<file path="config.mk">
export PLATFORM = sky130hd
export DESIGN_NAME = timer8_compare
export DESIGN_NICKNAME = d
export VERILOG_FILES = /design/src/hw/timer8_pkg.sv /design/src/hw/compare_chan_if.sv /design/src/hw/compare_channel.sv /design/src/hw/timer8_compare.sv
export SDC_FILE = /design/constraint.sdc
export NUM_CORES = 1
export LEC_CHECK = 0
export ABC_AREA = 1
export BUFFER_PORTS_ARGS = -buffer_cell sky130_fd_sc_hd__buf_2
export CELL_PAD_IN_SITES_DETAIL_PLACEMENT = 0
export CELL_PAD_IN_SITES_GLOBAL_PLACEMENT = 2
export CORE_ASPECT_RATIO = 1.1
export CORE_UTILIZATION = 31
export DETAILED_ROUTE_END_ITERATION = 10
export PLACE_DENSITY_LB_ADDON = 0.1
export SYNTH_ARGS = -nofsm -noshare
export SYNTH_HDL_FRONTEND = slang
export SYNTH_SLANG_ARGS = --single-unit
export TNS_END_PERCENT = 30
</file>
<file path="constraint.sdc">
create_clock -name clk -period 2.95 [get_ports clk]
set_input_delay 0.4425 -clock clk [delete_from_list [all_inputs] [get_ports clk]]
set_output_delay 0.4425 -clock clk [all_outputs]
set_load 0.02 [all_outputs]
</file>
<file path="src/hw/timer8_pkg.sv">
// Shared constants, register map and helper functions of the 8-bit compare timer
package timer8_pkg;

  // ----------------------------------------------------------------
  // Register byte offsets
  // ----------------------------------------------------------------
  localparam logic [7:0] CTRL_OFS  = 8'h00;
  localparam logic [7:0] COUNT_OFS = 8'h04;
  localparam logic [7:0] CMPA_OFS  = 8'h08;
  localparam logic [7:0] CMPB_OFS  = 8'h0C;
  localparam logic [7:0] FLAG_OFS  = 8'h10;
  localparam logic [7:0] IRQEN_OFS = 8'h14;
  localparam logic [7:0] FORCE_OFS = 8'h18;
  localparam logic [7:0] PORT_OFS  = 8'h1C;

  // ----------------------------------------------------------------
  // Field positions
  // ----------------------------------------------------------------
  localparam int CTRL_WGM_LSB  = 0;
  localparam int CTRL_COMA_LSB = 4;
  localparam int CTRL_COMB_LSB = 6;
  localparam int FLAG_MATCH_A  = 0;
  localparam int FLAG_MATCH_B  = 1;
  localparam int FLAG_WRAP     = 2;
  localparam int PORT_VAL_LSB  = 0;
  localparam int PORT_DIR_LSB  = 2;

  // ----------------------------------------------------------------
  // Modes, actions, count limits and reset values
  // ----------------------------------------------------------------
  localparam logic [2:0]  WGM_NORMAL    = 3'h0;
  localparam logic [2:0]  WGM_CTC       = 3'h2;
  localparam logic [2:0]  WGM_FAST_TOPA = 3'h7;
  localparam logic [1:0]  COM_NONE      = 2'h0;
  localparam logic [1:0]  COM_TOGGLE    = 2'h1;
  localparam logic [1:0]  COM_CLEAR     = 2'h2;
  localparam logic [1:0]  COM_SET       = 2'h3;
  localparam logic [7:0]  COUNT_MAX     = 8'hFF;
  localparam logic [7:0]  COUNT_BOTTOM  = 8'h00;
  localparam logic [7:0]  CMP_RST       = 8'h00;
  localparam logic [31:0] RDATA_ZERO    = 32'h0000_0000;

  // Odd mode codes are the PWM modes; they turn on double buffering
  function automatic logic isPwm(input logic [2:0] wgm);
    isPwm = wgm[0];
  endfunction : isPwm

  // New output state for a match or forced match under an action setting
  function automatic logic applyAction(input logic [1:0] com, input logic cur);
    unique case (com)
      COM_NONE:   applyAction = cur;
      COM_TOGGLE: applyAction = ~cur;
      COM_CLEAR:  applyAction = 1'b0;
      COM_SET:    applyAction = 1'b1;
    endcase
  endfunction : applyAction

endpackage : timer8_pkg

</file>
<file path="src/hw/compare_chan_if.sv">
// Signals between the timer core and one compare channel
`timescale 1ns/100ps
interface compare_chan_if;
  logic       tick;
  logic       block;
  logic [7:0] count;
  logic       pwm;
  logic [1:0] com;
  logic       forceHit;
  logic       wrEn;
  logic [7:0] wrData;
  logic       match;
  logic       flagSet;
  logic       outState;
  logic [7:0] readValue;

  modport core (output tick, block, count, pwm, com, forceHit, wrEn, wrData,
                input match, flagSet, outState, readValue);
  modport chan (input tick, block, count, pwm, com, forceHit, wrEn, wrData,
                output match, flagSet, outState, readValue);
endinterface : compare_chan_if

</file>
<file path="src/hw/compare_channel.sv">
// One compare channel: compare register with buffer, match detect, output state
`timescale 1ns/100ps
module compare_channel (
  // Clock and reset
  input wire logic         clk,
  input wire logic         rst,
  input wire logic         ce,
  // Core side
  compare_chan_if.chan     bus
);

  typedef struct packed {
    logic [7:0] cmpActive;
    logic [7:0] cmpBuffer;
    logic       outState;
    logic       matchSeen;
  } chan_s;

  chan_s st;
  chan_s next_st;

  assign bus.match     = (bus.count == st.cmpActive) && !bus.block;
  assign bus.flagSet   = bus.tick && st.matchSeen;
  assign bus.outState  = st.outState;
  assign bus.readValue = bus.pwm ? st.cmpBuffer : st.cmpActive;

  always_comb begin
    next_st = st;
    if (bus.tick) begin
      next_st.matchSeen = bus.match;
    end
    if (bus.wrEn) begin
      next_st.cmpBuffer = bus.wrData;
      if (!bus.pwm) begin
        next_st.cmpActive = bus.wrData;
      end
    end
    // Buffered value moves in at the bottom of the count
    if (bus.pwm && bus.tick && bus.count == timer8_pkg::COUNT_BOTTOM) begin
      next_st.cmpActive = st.cmpBuffer;
    end
    // Mode change never touches outState; in PWM modes outState is not updated by matches or forced matches
    if (!bus.pwm && ((bus.tick && bus.match) || bus.forceHit)) begin
      next_st.outState = timer8_pkg::applyAction(bus.com, st.outState);
    end
  end

  always_ff @(posedge clk or posedge rst) begin
    if (rst) begin
      st <= '0;
    end else if (ce) begin
      st <= next_st;
    end
  end
endmodule : compare_channel

</file>
<file path="src/hw/timer8_compare.sv">
// 8-bit timer core: counter, two compare channels, flags, pin override, APB registers
//
// Added by the designer: register access over APB and the register addresses.
`timescale 1ns/100ps
module timer8_compare (
  // Clock, reset, enables
  input  wire logic        clk,
  input  wire logic        rst,
  input  wire logic        ce,
  input  wire logic        tmrTick,
  // APB slave
  input  wire logic        psel,
  input  wire logic        penable,
  input  wire logic        pwrite,
  input  wire logic [7:0]  paddr,
  input  wire logic [31:0] pwdata,
  output logic      [31:0] prdata,
  output logic             pready,
  output logic             pslverr,
  // Interrupt requests and service acknowledges
  input  wire logic [2:0]  intAck,
  output logic      [2:0]  intReq,
  // Port pin logic for the two channel pins
  output logic      [1:0]  pinOut,
  output logic      [1:0]  pinOe
);

  // ----------------------------------------------------------------
  // State
  // ----------------------------------------------------------------
  typedef struct packed {
    logic [7:0]      count;
    logic [2:0]      wgm;
    logic [1:0][1:0] com;
    logic [2:0]      flags;
    logic [2:0]      irqEn;
    logic [1:0]      portVal;
    logic [1:0]      portDir;
    logic            blockPending;
    logic            pready;
    logic [31:0]     prdata;
    logic            pslverr;
    logic [2:0]      irq;
    logic [1:0]      pinOut;
    logic [1:0]      pinOe;
    logic [1:0]      seenMatch;
  } core_s;

  core_s st;
  core_s next_st;

  logic       setup;
  logic       wrHit;
  logic       cntWr;
  logic       pwmMode;
  logic [2:0] flagSet;
  logic [2:0] flagClr;
  logic       wrapSet;

  compare_chan_if chan [2] ();

  // ----------------------------------------------------------------
  // Bus decode
  // ----------------------------------------------------------------
  function automatic logic isMapped(input logic [7:0] a);
    isMapped = a inside {timer8_pkg::CTRL_OFS, timer8_pkg::COUNT_OFS, timer8_pkg::CMPA_OFS,
                         timer8_pkg::CMPB_OFS, timer8_pkg::FLAG_OFS, timer8_pkg::IRQEN_OFS,
                         timer8_pkg::FORCE_OFS, timer8_pkg::PORT_OFS};
  endfunction : isMapped

  function automatic logic wrAt(input logic hit, input logic [7:0] a, input logic [7:0] ofs);
    wrAt = hit && (a == ofs);
  endfunction : wrAt

  assign setup   = psel && !penable;
  // A write lands only at the edge that completes the access phase
  assign wrHit   = psel && penable && st.pready && pwrite;
  assign cntWr   = wrAt(wrHit, paddr, timer8_pkg::COUNT_OFS);
  assign pwmMode = timer8_pkg::isPwm(st.wgm);

  // ----------------------------------------------------------------
  // Compare channels
  // ----------------------------------------------------------------
  genvar gi;
  generate
    for (gi = 0; gi < 2; gi++) begin : gen_chan
      assign chan[gi].tick   = tmrTick;
      // Blocking covers the write cycle itself and the following tick
      assign chan[gi].block  = st.blockPending || cntWr;
      assign chan[gi].count  = st.count;
      assign chan[gi].pwm    = pwmMode;
      assign chan[gi].com    = st.com[gi];
      assign chan[gi].forceHit = wrAt(wrHit, paddr, timer8_pkg::FORCE_OFS) && pwdata[gi];
      assign chan[gi].wrEn   = wrAt(wrHit, paddr, gi == 0 ? timer8_pkg::CMPA_OFS : timer8_pkg::CMPB_OFS);
      assign chan[gi].wrData = pwdata[7:0];

      compare_channel u_chan (
        .clk (clk),
        .rst (rst),
        .ce  (ce),
        .bus (chan[gi])
      );
    end
  endgenerate

  // ----------------------------------------------------------------
  // Next state
  // ----------------------------------------------------------------
  always_comb begin
    next_st = st;
    wrapSet = 1'b0;

    // Registered answer: pready rises in the first access cycle
    next_st.pready = setup;
    if (setup) begin
      next_st.pslverr = !isMapped(paddr);
      unique case (paddr)
        timer8_pkg::CTRL_OFS:  next_st.prdata = {24'h0000_00, st.com[1], st.com[0], 1'b0, st.wgm};
        timer8_pkg::COUNT_OFS: next_st.prdata = {24'h0000_00, st.count};
        timer8_pkg::CMPA_OFS:  next_st.prdata = {24'h0000_00, chan[0].readValue};
        timer8_pkg::CMPB_OFS:  next_st.prdata = {24'h0000_00, chan[1].readValue};
        timer8_pkg::FLAG_OFS:  next_st.prdata = {29'h0000_0000, st.flags};
        timer8_pkg::IRQEN_OFS: next_st.prdata = {29'h0000_0000, st.irqEn};
        timer8_pkg::PORT_OFS:  next_st.prdata = {28'h0000_000, st.portDir, st.portVal};
        default:               next_st.prdata = timer8_pkg::RDATA_ZERO;
      endcase
    end

    // Control registers
    if (wrAt(wrHit, paddr, timer8_pkg::CTRL_OFS)) begin
      next_st.wgm    = pwdata[timer8_pkg::CTRL_WGM_LSB +: 3];
      next_st.com[0] = pwdata[timer8_pkg::CTRL_COMA_LSB +: 2];
      next_st.com[1] = pwdata[timer8_pkg::CTRL_COMB_LSB +: 2];
    end
    if (wrAt(wrHit, paddr, timer8_pkg::IRQEN_OFS)) begin
      next_st.irqEn = pwdata[2:0];
    end
    if (wrAt(wrHit, paddr, timer8_pkg::PORT_OFS)) begin
      next_st.portVal = pwdata[timer8_pkg::PORT_VAL_LSB +: 2];
      next_st.portDir = pwdata[timer8_pkg::PORT_DIR_LSB +: 2];
    end

    // Counter; a CPU write overrides any count or clear
    if (cntWr) begin
      next_st.count        = pwdata[7:0];
      next_st.blockPending = 1'b1;
    end else if (tmrTick) begin
      next_st.blockPending = 1'b0;
      if ((st.wgm == timer8_pkg::WGM_CTC || st.wgm == timer8_pkg::WGM_FAST_TOPA) && chan[0].match) begin
        next_st.count = timer8_pkg::COUNT_BOTTOM;
      end else begin
        next_st.count = st.count + 8'h01;
      end
      wrapSet = (st.count == timer8_pkg::COUNT_MAX);
    end

    // Match history kept only for the flag timing checks
    if (tmrTick) begin
      next_st.seenMatch = {chan[1].match, chan[0].match};
    end

    // Sticky flags: hardware set wins over service or write-one clear
    flagSet = {wrapSet, chan[1].flagSet, chan[0].flagSet};
    flagClr = intAck;
    if (wrAt(wrHit, paddr, timer8_pkg::FLAG_OFS)) begin
      flagClr = flagClr | pwdata[2:0];
    end
    next_st.flags = (st.flags & ~flagClr) | flagSet;
    next_st.irq   = next_st.flags & next_st.irqEn;

    // Port override: direction stays with the port register
    // Interface arrays need constant indices, so the two pins are written out
    next_st.pinOut[0] = (next_st.com[0] != timer8_pkg::COM_NONE) ? chan[0].outState
                                                                 : next_st.portVal[0];
    next_st.pinOut[1] = (next_st.com[1] != timer8_pkg::COM_NONE) ? chan[1].outState
                                                                 : next_st.portVal[1];
    next_st.pinOe = next_st.portDir;
  end

  always_ff @(posedge clk or posedge rst) begin
    if (rst) begin
      st <= '0;
    end else if (ce) begin
      st <= next_st;
    end
  end

  // ----------------------------------------------------------------
  // Outputs
  // ----------------------------------------------------------------
  assign prdata  = st.prdata;
  assign pready  = st.pready;
  assign pslverr = st.pslverr;
  assign intReq  = st.irq;
  assign pinOut  = st.pinOut;
  assign pinOe   = st.pinOe;
endmodule : timer8_compare

</file>
Word level (Yosys, flattened, before mapping)
Index checks and enable logic that the tools add are counted.
{"block": "classes", "add_sub_neg": 1, "n_bitwise": 9, "muxes": 23, "n_reduce_logical": 54, "eq_ne": 19}
{"operator": "$mux 8", "count": 8}
{"operator": "$pmux 8 s7", "count": 1}
{"operator": "$eq 8x5->1 const B", "count": 4}
{"operator": "$mux 16", "count": 2}
{"operator": "$logic_and 1x1->1", "count": 25}
{"operator": "$eq 8x4->1 const B", "count": 2}
{"operator": "$eq 8x8->1", "count": 2}
{"operator": "$logic_not 8->1", "count": 2}
{"operator": "$reduce_and 2->1", "count": 7}
{"operator": "$reduce_and 3->1", "count": 4}
{"operator": "$reduce_bool 2->1", "count": 5}
{"operator": "$add 8x1->8 const B", "count": 1}
{"operator": "$eq 2x2->1 const B", "count": 4}
{"operator": "$eq 8x3->1 const B", "count": 1}
{"operator": "$eq 8x8->1 const B", "count": 1}
{"operator": "$mux 4", "count": 2}
{"operator": "$reduce_bool 8->1", "count": 1}
{"operator": "$and 3x3->3", "count": 2}
{"operator": "$mux 1", "count": 6}
{"operator": "$mux 3", "count": 2}
{"operator": "$or 3x3->3", "count": 2}
{"operator": "$pmux 1 s3", "count": 2}
{"operator": "$eq 2x1->1 const B", "count": 2}
{"operator": "$logic_not 1->1", "count": 4}
{"operator": "7 further kinds", "count": 14}
{"block": "word_totals", "regBits": 101, "input_bits": 50}

Longest topological paths before layout
Gate-level depths: netlist of run 1.
{"block": "logic_depth", "ltp_word": 11, "ltp_mapped": 12, "ltp_nobuf": 11}

Modules after synthesis
From an unflattened synthesis of run 1, not the netlist that was laid out.
{"block": "hier_totals", "cells_unflattened": 773, "hier_area_um2": 5216.3}
{"mod": "timer8_compare", "instances": 1, "seq_area_each_um2": 1026.0, "area_per_inst_um2": 2984.1, "cells_each": 441}
{"mod": "compare_channel", "instances": 2, "seq_area_each_um2": 450.4, "area_per_inst_um2": 1116.1, "cells_each": 166}

Least setup slack after synthesis of run 1
Ideal clock, no wire load.
{"block": "synth_timing", "kind": "reg2reg", "startpoint": "reg st, in the netlist pready", "endpoint": "reg gen_chan[0].u_chan.st[2] (netlist bit)", "t_arrival_ns": 1.489, "required_ns": 2.831, "path_stages_with_launch": 7, "n_path_buf": 1, "path_slack_ns": 1.342, "cell_sequence": "dfrtp_1 nand4_4 nor3_4 nand2_4 buf_6 nand2_1 o21ai_2"}
{"block": "synth_between", "elab_chain_cells": 4}
{"element": "start, declared", "line_no": "timer8_compare.sv:49", "text": "core_s st;"}
{"element": "start signal, assigned", "line_no": "timer8_compare.sv:184", "text": "st <= next_st;"}
{"element": "$logic_and 1x1->1 (2 in a row)", "line_no": "timer8_compare.sv:77", "text": "assign wrHit = psel && penable && st.pready && pwrite;"}
{"element": "$logic_and 1x1->1", "line_no": "timer8_compare.sv:72", "text": "wrAt = hit && (a == ofs);"}
{"element": "$reduce_and 2->1 (no source line)"}
{"element": "end signal, assigned", "line_no": "compare_channel.sv:52", "text": "st <= next_st;"}
{"element": "end, declared", "line_no": "compare_channel.sv:19", "text": "chan_s st;"}
Every way passes these cells.
A chain may end at the register's enable or synchronous reset.

Final worst setup path of run 1
{"block": "layout_timing", "startpoint": "reg st, in the netlist chan[0].count[0]", "endpoint": "reg gen_chan[0].u_chan.st[13] (netlist bit)"}
{"block": "layout_between", "elab_chain_cells": 4, "word_cells_on_any_way": 6, "cone_classes": "eq/ne (1); mux (1); reduce/logical (4)"}
{"element": "$logic_not 8->1 *", "line_no": "compare_channel.sv:39", "text": "if (bus.pwm && bus.tick && bus.count == timer8_pkg::COUNT_BOTTOM) begin"}
{"element": "$logic_and 1x1->1 *", "line_no": "compare_channel.sv:39"}
{"element": "$ne 2x1->1 (no source line) or $reduce_bool 2->1 (tied branches)"}
{"element": "$reduce_and 3->1 (no source line)"}
Every way passes the cells marked *; elsewhere a longest branch is shown, timed or not.

==> results of run 1 <==
[metrics by stage]
stage	util [%]	instance area [um^2]	power (uW)
4_1_cts	35.15	5509	3245
3_3_place_gp	32.97	5167	1900
6_report	35.15	5509	3216
3_5_place_dp	32.97	5167	1905
2_1_floorplan	-	5066	1716
5_1_grt	35.15	5509	3381
[state kept, by name, indices dropped and copies added, names as in the netlist]
| signal | flops |
|---|---|
| chan.pwm | 1 |
| pinOe | 2 |
| pslverr | 1 |
| st | 11 |
| chan.com | 4 |
| chan.count | 8 |
| pinOut | 2 |
| gen_chan.u_chan.st | 34 |
| gen_chan.u_chan.bus.outState | 2 |
| prdata | 8 |
| intReq | 3 |
| pready | 1 |
[how the worst max path moves through the flow]
stage,end,start,slack [ns],depth (start not counted)
floorplan,chan[0].com[0],rst,0.54,1
global placement,prdata[7],ce,0.67,7
detailed placement,prdata[6],ce,0.67,7
CTS,gen_chan[0].u_chan.st[13],chan[0].count[0],0.71,10
global route,gen_chan[0].u_chan.st[12],chan[0].count[0],0.50,10
finish,gen_chan[0].u_chan.st[13],chan[0].count[0],0.70,10
[kinds of logic after synthesis]
group	count (synthesis)	synth area share [%]
AOI/OAI and AO/OA	115	12.89
xor gates and xnor gates	3	0.5277
adders and majority gates	2	0.5024
buffers and inverters	124	13.72
DFF	77	38.69
muxes	1	0.2010
other	1	0.07530
and+or+nand+nor	376	33.39
[cell usage after synthesis (6+ instances only)]
library cell / count / area, um^2
sky130_fd_sc_hd__a21oi_1: 22 / 110.1
sky130_fd_sc_hd__buf_2: 6 / 30.03
sky130_fd_sc_hd__buf_4: 43 / 322.8
sky130_fd_sc_hd__dfrtp_1: 77 / 1927
sky130_fd_sc_hd__inv_1: 58 / 217.7
sky130_fd_sc_hd__nand2_1: 246 / 923.4
sky130_fd_sc_hd__nand2_4: 9 / 101.4
sky130_fd_sc_hd__nand3_1: 42 / 210.2
sky130_fd_sc_hd__nor2_1: 52 / 195.2
sky130_fd_sc_hd__o21ai_0: 70 / 350.3
sky130_fd_sc_hd__o21ai_2: 12 / 105.1
[critical path: stages (launching register included)]
cell and delay (ns):
sky130_fd_sc_hd__dfrtp_1 0.47, sky130_fd_sc_hd__inv_1 0.20, sky130_fd_sc_hd__ha_1 0.18, sky130_fd_sc_hd__inv_1 0.05
sky130_fd_sc_hd__nor3_2 0.24, sky130_fd_sc_hd__nand2_4 0.22, sky130_fd_sc_hd__inv_4 0.30, sky130_fd_sc_hd__nand2_4 0.11
sky130_fd_sc_hd__nand2_4 0.22, sky130_fd_sc_hd__nand2_1 0.09, sky130_fd_sc_hd__o21ai_0 0.08
[layout make-up]
cell class / count / area [um^2] / area share, %
multi-input cells: 521 / 2456 / 44.58
flip-flops and latches: 77 / 1927 / 34.98
repair buffers: 50 / 282.8 / 5.133
inverters: 65 / 251.5 / 4.565
well taps: 200 / 250.2 / 4.542
clock buffers: 12 / 246.5 / 4.474
clock inverters: 4 / 95.09 / 1.726
[power breakdown]
group	switching, uW	leakage (uW)	internal [uW]	total [uW]
registers	108	0.000952	1130	1240
logic	443	0.00174	207	650
clock network	480	0.000167	850	1330
[per-layer routing]
| layer | GRT usage, % | up-vias | wire, um |
|---|---|---|---|
| met2 | 32.83 | 125 | 7573 |
| li1 | - | 2211 | - |
| met3 | 3.125 | 16 | 728 |
| met5 | 0 | - | 0 |
| met4 | 7.927 | 0 | 299 |
| met1 | 28.91 | 2090 | 7787 |
==> flow_summary.ini, run 1 <==
[status]
status = finished, final reports clean

[detailed_routing]
drc = 0
dr_total_vias = 4442
drt_pass1_iterations = 4
post_detailed_route_via_to_cell_ratio = 4.781
drt_iter0_markers = 307
drtAntennaViolNets = 0
post_drt_wl_per_cell_um = 17.64
postRouteWirelength_um = 16390

[min_path]
timing.hold.worst.class = input pin to async pin

[synth]
synth-edff-count = 0
yosys_warnings = 0
synthArstFlopShare_pct = 100.0
syn-instance-count = 699
synth_ff_type = sky130_fd_sc_hd__dfrtp_1
synth.cell_area_mm2 = 0.004980
post_synth_num_cell_types = 41
synthesis.area_per_instance_um2 = 7.124
seq_area_frac_synth_pct = 38.69
ff_latch_count_synth = 77

[setup_path]
regToRegStartpoint = chan[0].count[0]
worstRegToRegCells = 10
criticalPathCategory = flip-flop to flip-flop
critical_path_arrival_ns = 2.51
rr_endpoint = gen_chan[0].u_chan.st[13]
timing.reg2reg.setup_slack_ns = 0.70
end_kind = flip-flop
worstPathMaxFanout = 17
startpoint_type = flip-flop
cp.required_ns = 3.22

[cells_and_area]
n_fill_cell = 1717
layout.cells.non_filler = 929
insertedDiodeCount = 0
final_common_cell = sky130_fd_sc_hd__nand2_1
areaGrowthSynthToFinish_pct = 10.63
mostFrequentLayoutCells = 246 x sky130_fd_sc_hd__nand2_1, 77 x sky130_fd_sc_hd__dfrtp_1, 70 x sky130_fd_sc_hd__o21ai_0
final_net_count = 776
post_route_cells_drive_above_1_share_pct = 14.54

[cts]
cts.path.max_buffers = 2
post_cts.resized_instances = 0
htree_num_levels = 3
clkSlewWorstSetupHoldPaths_ns = 0.06
tritoncts.num_buffers = 9
ctsHoldBuffers = 0
cts_root_buf = sky130_fd_sc_hd__clkbuf_16
clock_tree_from_tritoncts = yes
tritoncts_num_sinks = 77
clock_insertion_delay_worst_skew_ns = 0.36
postCtsSetupBuffers = 0

[power_and_ir_drop]
static-leakage-power_uw = 0.002856
worst_ir_drop_vdd_mv = 0.3017
power.density_mw_per_mm2 = 583.7

[timing]
post_route_clock_skew_ns = 0.006970
timing.fmax_mhz = 445.3
post_layout_worst_setup_margin_ns = 0.7045
rsz_0062_raised_after_global_routing = false
final.hold.worst_slack_ns = 0.1799
slew_viol_final = 0
final_period_util_pct = 76.12
relSlewSlack_pct = 51.70
finalWorstPathRequiredPeriod_ns = 2.246
tightest_slew_ns = 0.7221
finalSetupViolCount = 0
finalHoldViolations = 0
setup_tns_ns = 0

[floorplan]
effective_utilization_at_floorplan_pct = 31.77
num_io_pins = 91
die_x_um = 122.8
rows = 48
die_h_um = 134.9
die_area_mm2 = 0.01658
design.core.area_mm2 = 0.01568

[place]
portBuffers = 42
gpl.final_weighted_congestion = 0.8101
post-dp-hpwl_um = 11610
place_worst_setup_slack_ns = 0.6665
dp.cells = 913

[global_routing]
grt_max_degree = 78
number_of_antenna_violations_at_the_first_check_in_global_routing = 0
grt_first_pass_wirelength_um = 24950
grt_overflow = 0
grt_pass1_vias = 4094
groute.usage.overall_pct = 20.97

[run]
max-cap-violations = 0
Power figures use the tool's default switching activity.
==> inputs of run 2 (changes only) <==
Settings changed: CORE_UTILIZATION 31 to 28.
Clock period 2.95 ns to 1.8 ns, I/O delays scaled along.
==> flow_summary.ini, run 2 (synthesis results as in run 1) <==
[global_routing]
grt_first_pass_wirelength_um = 25070
grt_overflow = 0
groute.usage.overall_pct = 18.65
number_of_antenna_violations_at_the_first_check_in_global_routing = 0
grt_max_degree = 78
grt_pass1_vias = 4365

[floorplan]
die_area_mm2 = 0.01832
effective_utilization_at_floorplan_pct = 28.95
rows = 50
design.core.area_mm2 = 0.01720
die_h_um = 141.9
num_io_pins = 91
die_x_um = 129.2

[timing]
final.hold.worst_slack_ns = 0.04300
rsz_0062_raised_after_global_routing = true
finalWorstPathRequiredPeriod_ns = 1.723
finalSetupViolCount = 0
finalHoldViolations = 0
timing.fmax_mhz = 580.5
slew_viol_final = 0
post_layout_worst_setup_margin_ns = 0.07745
post_route_clock_skew_ns = 0.005113
final_period_util_pct = 95.70

[cts]
htree_num_levels = 3
clkSlewWorstSetupHoldPaths_ns = 0.06
clock_insertion_delay_worst_skew_ns = 0.35
tritoncts.num_buffers = 9
clock_tree_from_tritoncts = yes
cts_root_buf = sky130_fd_sc_hd__clkbuf_16
cts.path.max_buffers = 2
tritoncts_num_sinks = 77
postCtsSetupBuffers = 0

[run]
max-cap-violations = 0

[setup_path]
worstPathMaxFanout = 8
family_with_the_most_delay_on_the_worst_path = simple AND/OR/NAND/NOR gates
criticalPathCategory = flip-flop to flip-flop
cpMaxStageDelayCell = sky130_fd_sc_hd__dfrtp_1
cp.required_ns = 2.02
regToRegStartpoint = chan[0].count[1]
critical_path.cell_chain = inv_1 > ha_1 > inv_1 > nor3_4 > nand2_4 > inv_4 > nand2_4 > nand2_4 > o21ai_0
end_kind = flip-flop
critical_path_arrival_ns = 1.94
critPathBufInv = 3
crit_path_frequent_cell = sky130_fd_sc_hd__nand2_4
cp-startpoint = chan[0].count[1]
crit_path_max_incr_delay_ns = 0.43
startpoint_type = flip-flop

[cells_and_area]
final_common_cell = sky130_fd_sc_hd__nand2_1
n_fill_cell = 1833
insertedDiodeCount = 0
registers.top_by_ff_count = gen_chan.u_chan.st
post-route-cell-area_mm2 = 0.005891
mostFrequentLayoutCells = 246 x sky130_fd_sc_hd__nand2_1, 75 x sky130_fd_sc_hd__dfrtp_1, 69 x sky130_fd_sc_hd__o21ai_0
layout_top_registers = gen_chan.u_chan.st (34), st (11)
areaGrowthSynthToFinish_pct = 18.29
final_net_count = 814
number_of_flip_flops_in_the_largest_register = 34
post_route_cells_drive_above_1_share_pct = 20.08

[place]
portBuffers = 42
gpl.final_weighted_congestion = 0.7855
post-dp-hpwl_um = 12360
placed_cell_areas_mm2 = 0.005520
place_worst_setup_slack_ns = -0.007476

[detailed_routing]
drtAntennaViolNets = 0
dr_total_vias = 4495
drc = 0
drt_iter0_markers = 315
drt_pass1_iterations = 5
post_drt_wl_per_cell_um = 16.26
postRouteWirelength_um = 16270
post_detailed_route_via_to_cell_ratio = 4.491

[power_and_ir_drop]
seq_power_share_pct = 39.1
part_of_the_total_power_dissipated_in_combinational_logic_pct = 25.6
cellInternalPower_uw = 3337
power.density_mw_per_mm2 = 863.7
p_sw_share_pct = 34.42
p_switching_uw = 1752
worst_ir_drop_vdd_mv = 0.4251
static-leakage-power_uw = 0.003039
clock_power_share_pct = 35.3

[min_path]
timing.hold.worst.class = input pin to async pin

[status]
status = finished, final reports clean
## run 2: cell count changes in the layout (fill, tap and decap cells not counted), sizes merged
cell	previous run	this run
clkinv	5	6
nand2	259	261
bufinv	3	0
clkinvlp	0	2
buf	50	86
## run 2: power by group through the flow
| stage | clock (uW) | sequential [uW] | combinational (uW) |
|---|---|---|---|
| after global placement | 0 | 2010 | 1250 |
| after global routing | 1920 | 2010 | 1460 |
| final | 1790 | 1990 | 1300 |
| after floorplan | 0 | 1970 | 843 |
| after detailed placement | 0 | 2020 | 1260 |
| after CTS | 1850 | 1980 | 1270 |
## run 2: cell type report
cell class              count  area (um^2)  share of cell area [%]
clock buffers              12        256.5                   4.354
clock inverters             4        22.52                  0.3823
inverters                  65        256.5                   4.354
multi-input cells         523         2542                   43.16
flip-flops and latches     77         1929                   32.75
well taps                 234        292.8                   4.970
repair buffers             86        590.6                   10.03
## run 2: final timing paths
kind	endpoint	slack (ns)	cells after the start
min	chan[0].com[1]	0.04	3
max reg2reg	gen_chan[0].u_chan.st[13]	0.08	9
min in group clk	pslverr	0.23	3
min reg2reg	pinOut[0]	0.47	2
max	gen_chan[0].u_chan.st[13]	0.08	9
max in group asynchronous	chan[0].count[5]	1.37	3
## run 2: timing repair
action | CTS | global route
resized for setup | 1 | 16
cloned | 0 | 2
pin swaps | 0 | 2
hold buffers | 0 | 0
setup endpoints to repair | 3 | 22
## run 2: metrics by stage
step	std cells	power, uW	utilization [%]	setup TNS, ns
after floorplan	722	2813	-	0
after global placement	983	3264	32.09	-0.0001850
after detailed placement	983	3275	32.09	-0.007476
after CTS	999	5103	33.72	-0.03284
after global routing	1001	5401	34.24	-0.1276
final	1001	5088	34.24	0
## run 2: worst register-to-register path: cells and delay by family, from the launching register on
family	cells	cell delay [ns]
buf+inv	3	0.28
fa+ha+maj	1	0.15
compound gates	1	0.11
simple gates	4	0.64
flops	1	0.43
## run 2: routing by layer
layer	track usage (%)	part of all wire [%]	up-vias
li1	-	-	2295
met1	25.27	47	2089
met2	30.42	47	95
met3	2.262	3.4	16
met4	6.502	1.8	0
met5	0	0	-
==> inputs of run 3 (changes only) <==
Settings changed: SYNTH_HIERARCHICAL set to 1.
==> flow_summary.ini, run 3 <==
[cells_and_area]
post_route_cells_drive_above_1_share_pct = 18.70
number_of_flip_flops_in_the_largest_register = 34
registers.top_by_ff_count = gen_chan.u_chan/st
final_common_cell = sky130_fd_sc_hd__nand2_1
insertedDiodeCount = 0
areaGrowthSynthToFinish_pct = 18.48
layout_top_registers = gen_chan.u_chan/st (34), st (11)
final_net_count = 891
mostFrequentLayoutCells = 276 x sky130_fd_sc_hd__nand2_1, 92 x sky130_fd_sc_hd__inv_1, 76 x sky130_fd_sc_hd__dfrtp_1

[setup_path]
end_kind = flip-flop
criticalPathCategory = flip-flop to flip-flop
critPathBufInv = 3
critical_path_arrival_ns = 2.20
startpoint_type = flip-flop
crit_path_max_incr_delay_ns = 0.41
cp.required_ns = 2.04
cpMaxStageDelayCell = sky130_fd_sc_hd__dfrtp_2
worstPathMaxFanout = 3
crit_path_frequent_cell = sky130_fd_sc_hd__nor2_1
path_depth = 17
worstRegToRegCells = 17
critical_path.cell_chain = nand2_2 > nor2_4 > inv_4 > nor2_8 > or2_4 > a21oi_2 > nand3_1 > nor2_1 > nand2_1 > inv_1 > nand2_2 > nor3_4 > inv_1 > nand2_1 > nor2_1 > nor2_1 > nor2_1
family_with_the_most_delay_on_the_worst_path = simple AND/OR/NAND/NOR gates

[cts]
cts_root_buf = sky130_fd_sc_hd__clkbuf_16
clkSlewWorstSetupHoldPaths_ns = 0.06
tritoncts.num_buffers = 9
clock_tree_from_tritoncts = yes
cts.path.max_buffers = 2
tritoncts_num_sinks = 77
postCtsSetupBuffers = 0
htree_num_levels = 3
clock_insertion_delay_worst_skew_ns = 0.35

[floorplan]
rows = 51
effective_utilization_at_floorplan_pct = 29.07
design.core.area_mm2 = 0.01793
die_x_um = 132.1
die_h_um = 145.1
die_area_mm2 = 0.01917
num_io_pins = 91

[place]
post-dp-hpwl_um = 13560
portBuffers = 42
gpl.final_weighted_congestion = 0.8534

[power_and_ir_drop]
worst_ir_drop_vdd_mv = 0.4789
p_total_uw = 4821
power.density_mw_per_mm2 = 780.5
static-leakage-power_uw = 0.003301

[detailed_routing]
drc = 0
dr_total_vias = 4912
drt_iter0_markers = 272
post_drt_wl_per_cell_um = 16.28
post_detailed_route_via_to_cell_ratio = 4.536
postRouteWirelength_um = 17640
drt_pass1_iterations = 5
drtAntennaViolNets = 0

[global_routing]
number_of_antenna_violations_at_the_first_check_in_global_routing = 0
grt_pass1_vias = 4821
grt_max_degree = 24
grt_first_pass_wirelength_um = 27710
grt_overflow = 0
groute.usage.overall_pct = 19.25

[status]
status = complete, but fails checks
violated_checks = setup timing

[timing]
tightest_slew_ns = 0.7440
post_layout_worst_setup_margin_ns = -0.1630
final_period_util_pct = 109.1
finalWorstPathRequiredPeriod_ns = 1.963
timing.fmax_mhz = 509.4
post_route_clock_skew_ns = 0.007990
finalSetupViolCount = 8
finalHoldViolations = 0
relSlewSlack_pct = 50.35
rsz_0062_raised_after_global_routing = true
final.hold.worst_slack_ns = 0.2559
slew_viol_final = 0

[run]
max-cap-violations = 0

[synth]
synth.cell_area_mm2 = 0.005212
syn-instance-count = 772
synthesis.area_per_instance_um2 = 6.752
yosys_warnings = 6

[min_path]
min_delay_path_depth = 3
timing.hold.worst.class = input pin to flip-flop
## run 3: final cells by class
class | instances | area [um^2]
Clock buffer | 10 | 229.0
Clock inverter | 6 | 86.33
Multi-Input combinational cell | 563 | 2649
Inverter | 100 | 382.9
Timing Repair Buffer | 89 | 603.1
Sequential cell | 77 | 1928
Fill cell | 1996 | 11760
Tap cell | 238 | 297.8
## run 3: path summary, 6_finish.rpt
| check | start | to | slack [ns] |
|---|---|---|---|
| min in group asynchronous | rst | prdata[2] | 0.53 |
| max in group asynchronous | rst | gen_chan[0].u_chan/bus.outState | 0.68 |
| hold / removal | pwdata[7] | chan[1].com[1] | 0.26 |
| setup reg to reg | pready | chan[0].count[5] | -0.16 |
| hold reg to reg | prdata[3] | prdata[3] | 0.48 |
| setup / recovery | pready | chan[0].count[5] | -0.16 |
## run 3: power by group
part | internal [uW] | switching [uW] | total, uW
clock network | 1220 | 768 | 1980
logic | 315 | 665 | 979
registers | 1800 | 57.1 | 1860
## run 3: worst min-delay path, stage by stage
cell,delay (ns)
sky130_fd_sc_hd__buf_2,0.16
sky130_fd_sc_hd__inv_1,0.07
sky130_fd_sc_hd__o21ai_1,0.06
## run 3: timing repair
| item | in CTS | in global routing |
|---|---|---|
| endpoints found under the hold margin | 30 | 0 |
| gates resized for setup | 6 | 8 |
| endpoints found under the setup margin | 13 | 24 |
| hold buffers | 1 | 0 |
| pin swaps | 1 | 0 |
## run 3: routing by layer
layer | track usage [%] | share of wire [%] | routed length [um] | vias up
met4 | 6.105 | 1.7 | 291 | 0
met1 | 25.11 | 46 | 8182 | 2306
met5 | 0 | 0 | 0 | -
li1 | - | - | - | 2489
met3 | 3.040 | 4.3 | 755 | 15
met2 | 32.33 | 48 | 8407 | 102
## run 3: metrics by stage
step | setup WS, ns | cells | utilization [%] | cell area [um^2] | setup TNS (ns)
final | -0.1630 | 1083 | 34.44 | 6176 | -1.213
after global routing | -0.3629 | 1083 | 34.44 | 6176 | -3.259
after detailed placement | -0.2587 | 1066 | 32.47 | 5822 | -4.238
after global placement | -0.2397 | 1066 | 32.47 | 5822 | -3.744
after floorplan | -0.1832 | 795 | - | 5314 | -1.383
after CTS | -0.1845 | 1083 | 34.41 | 6170 | -1.425
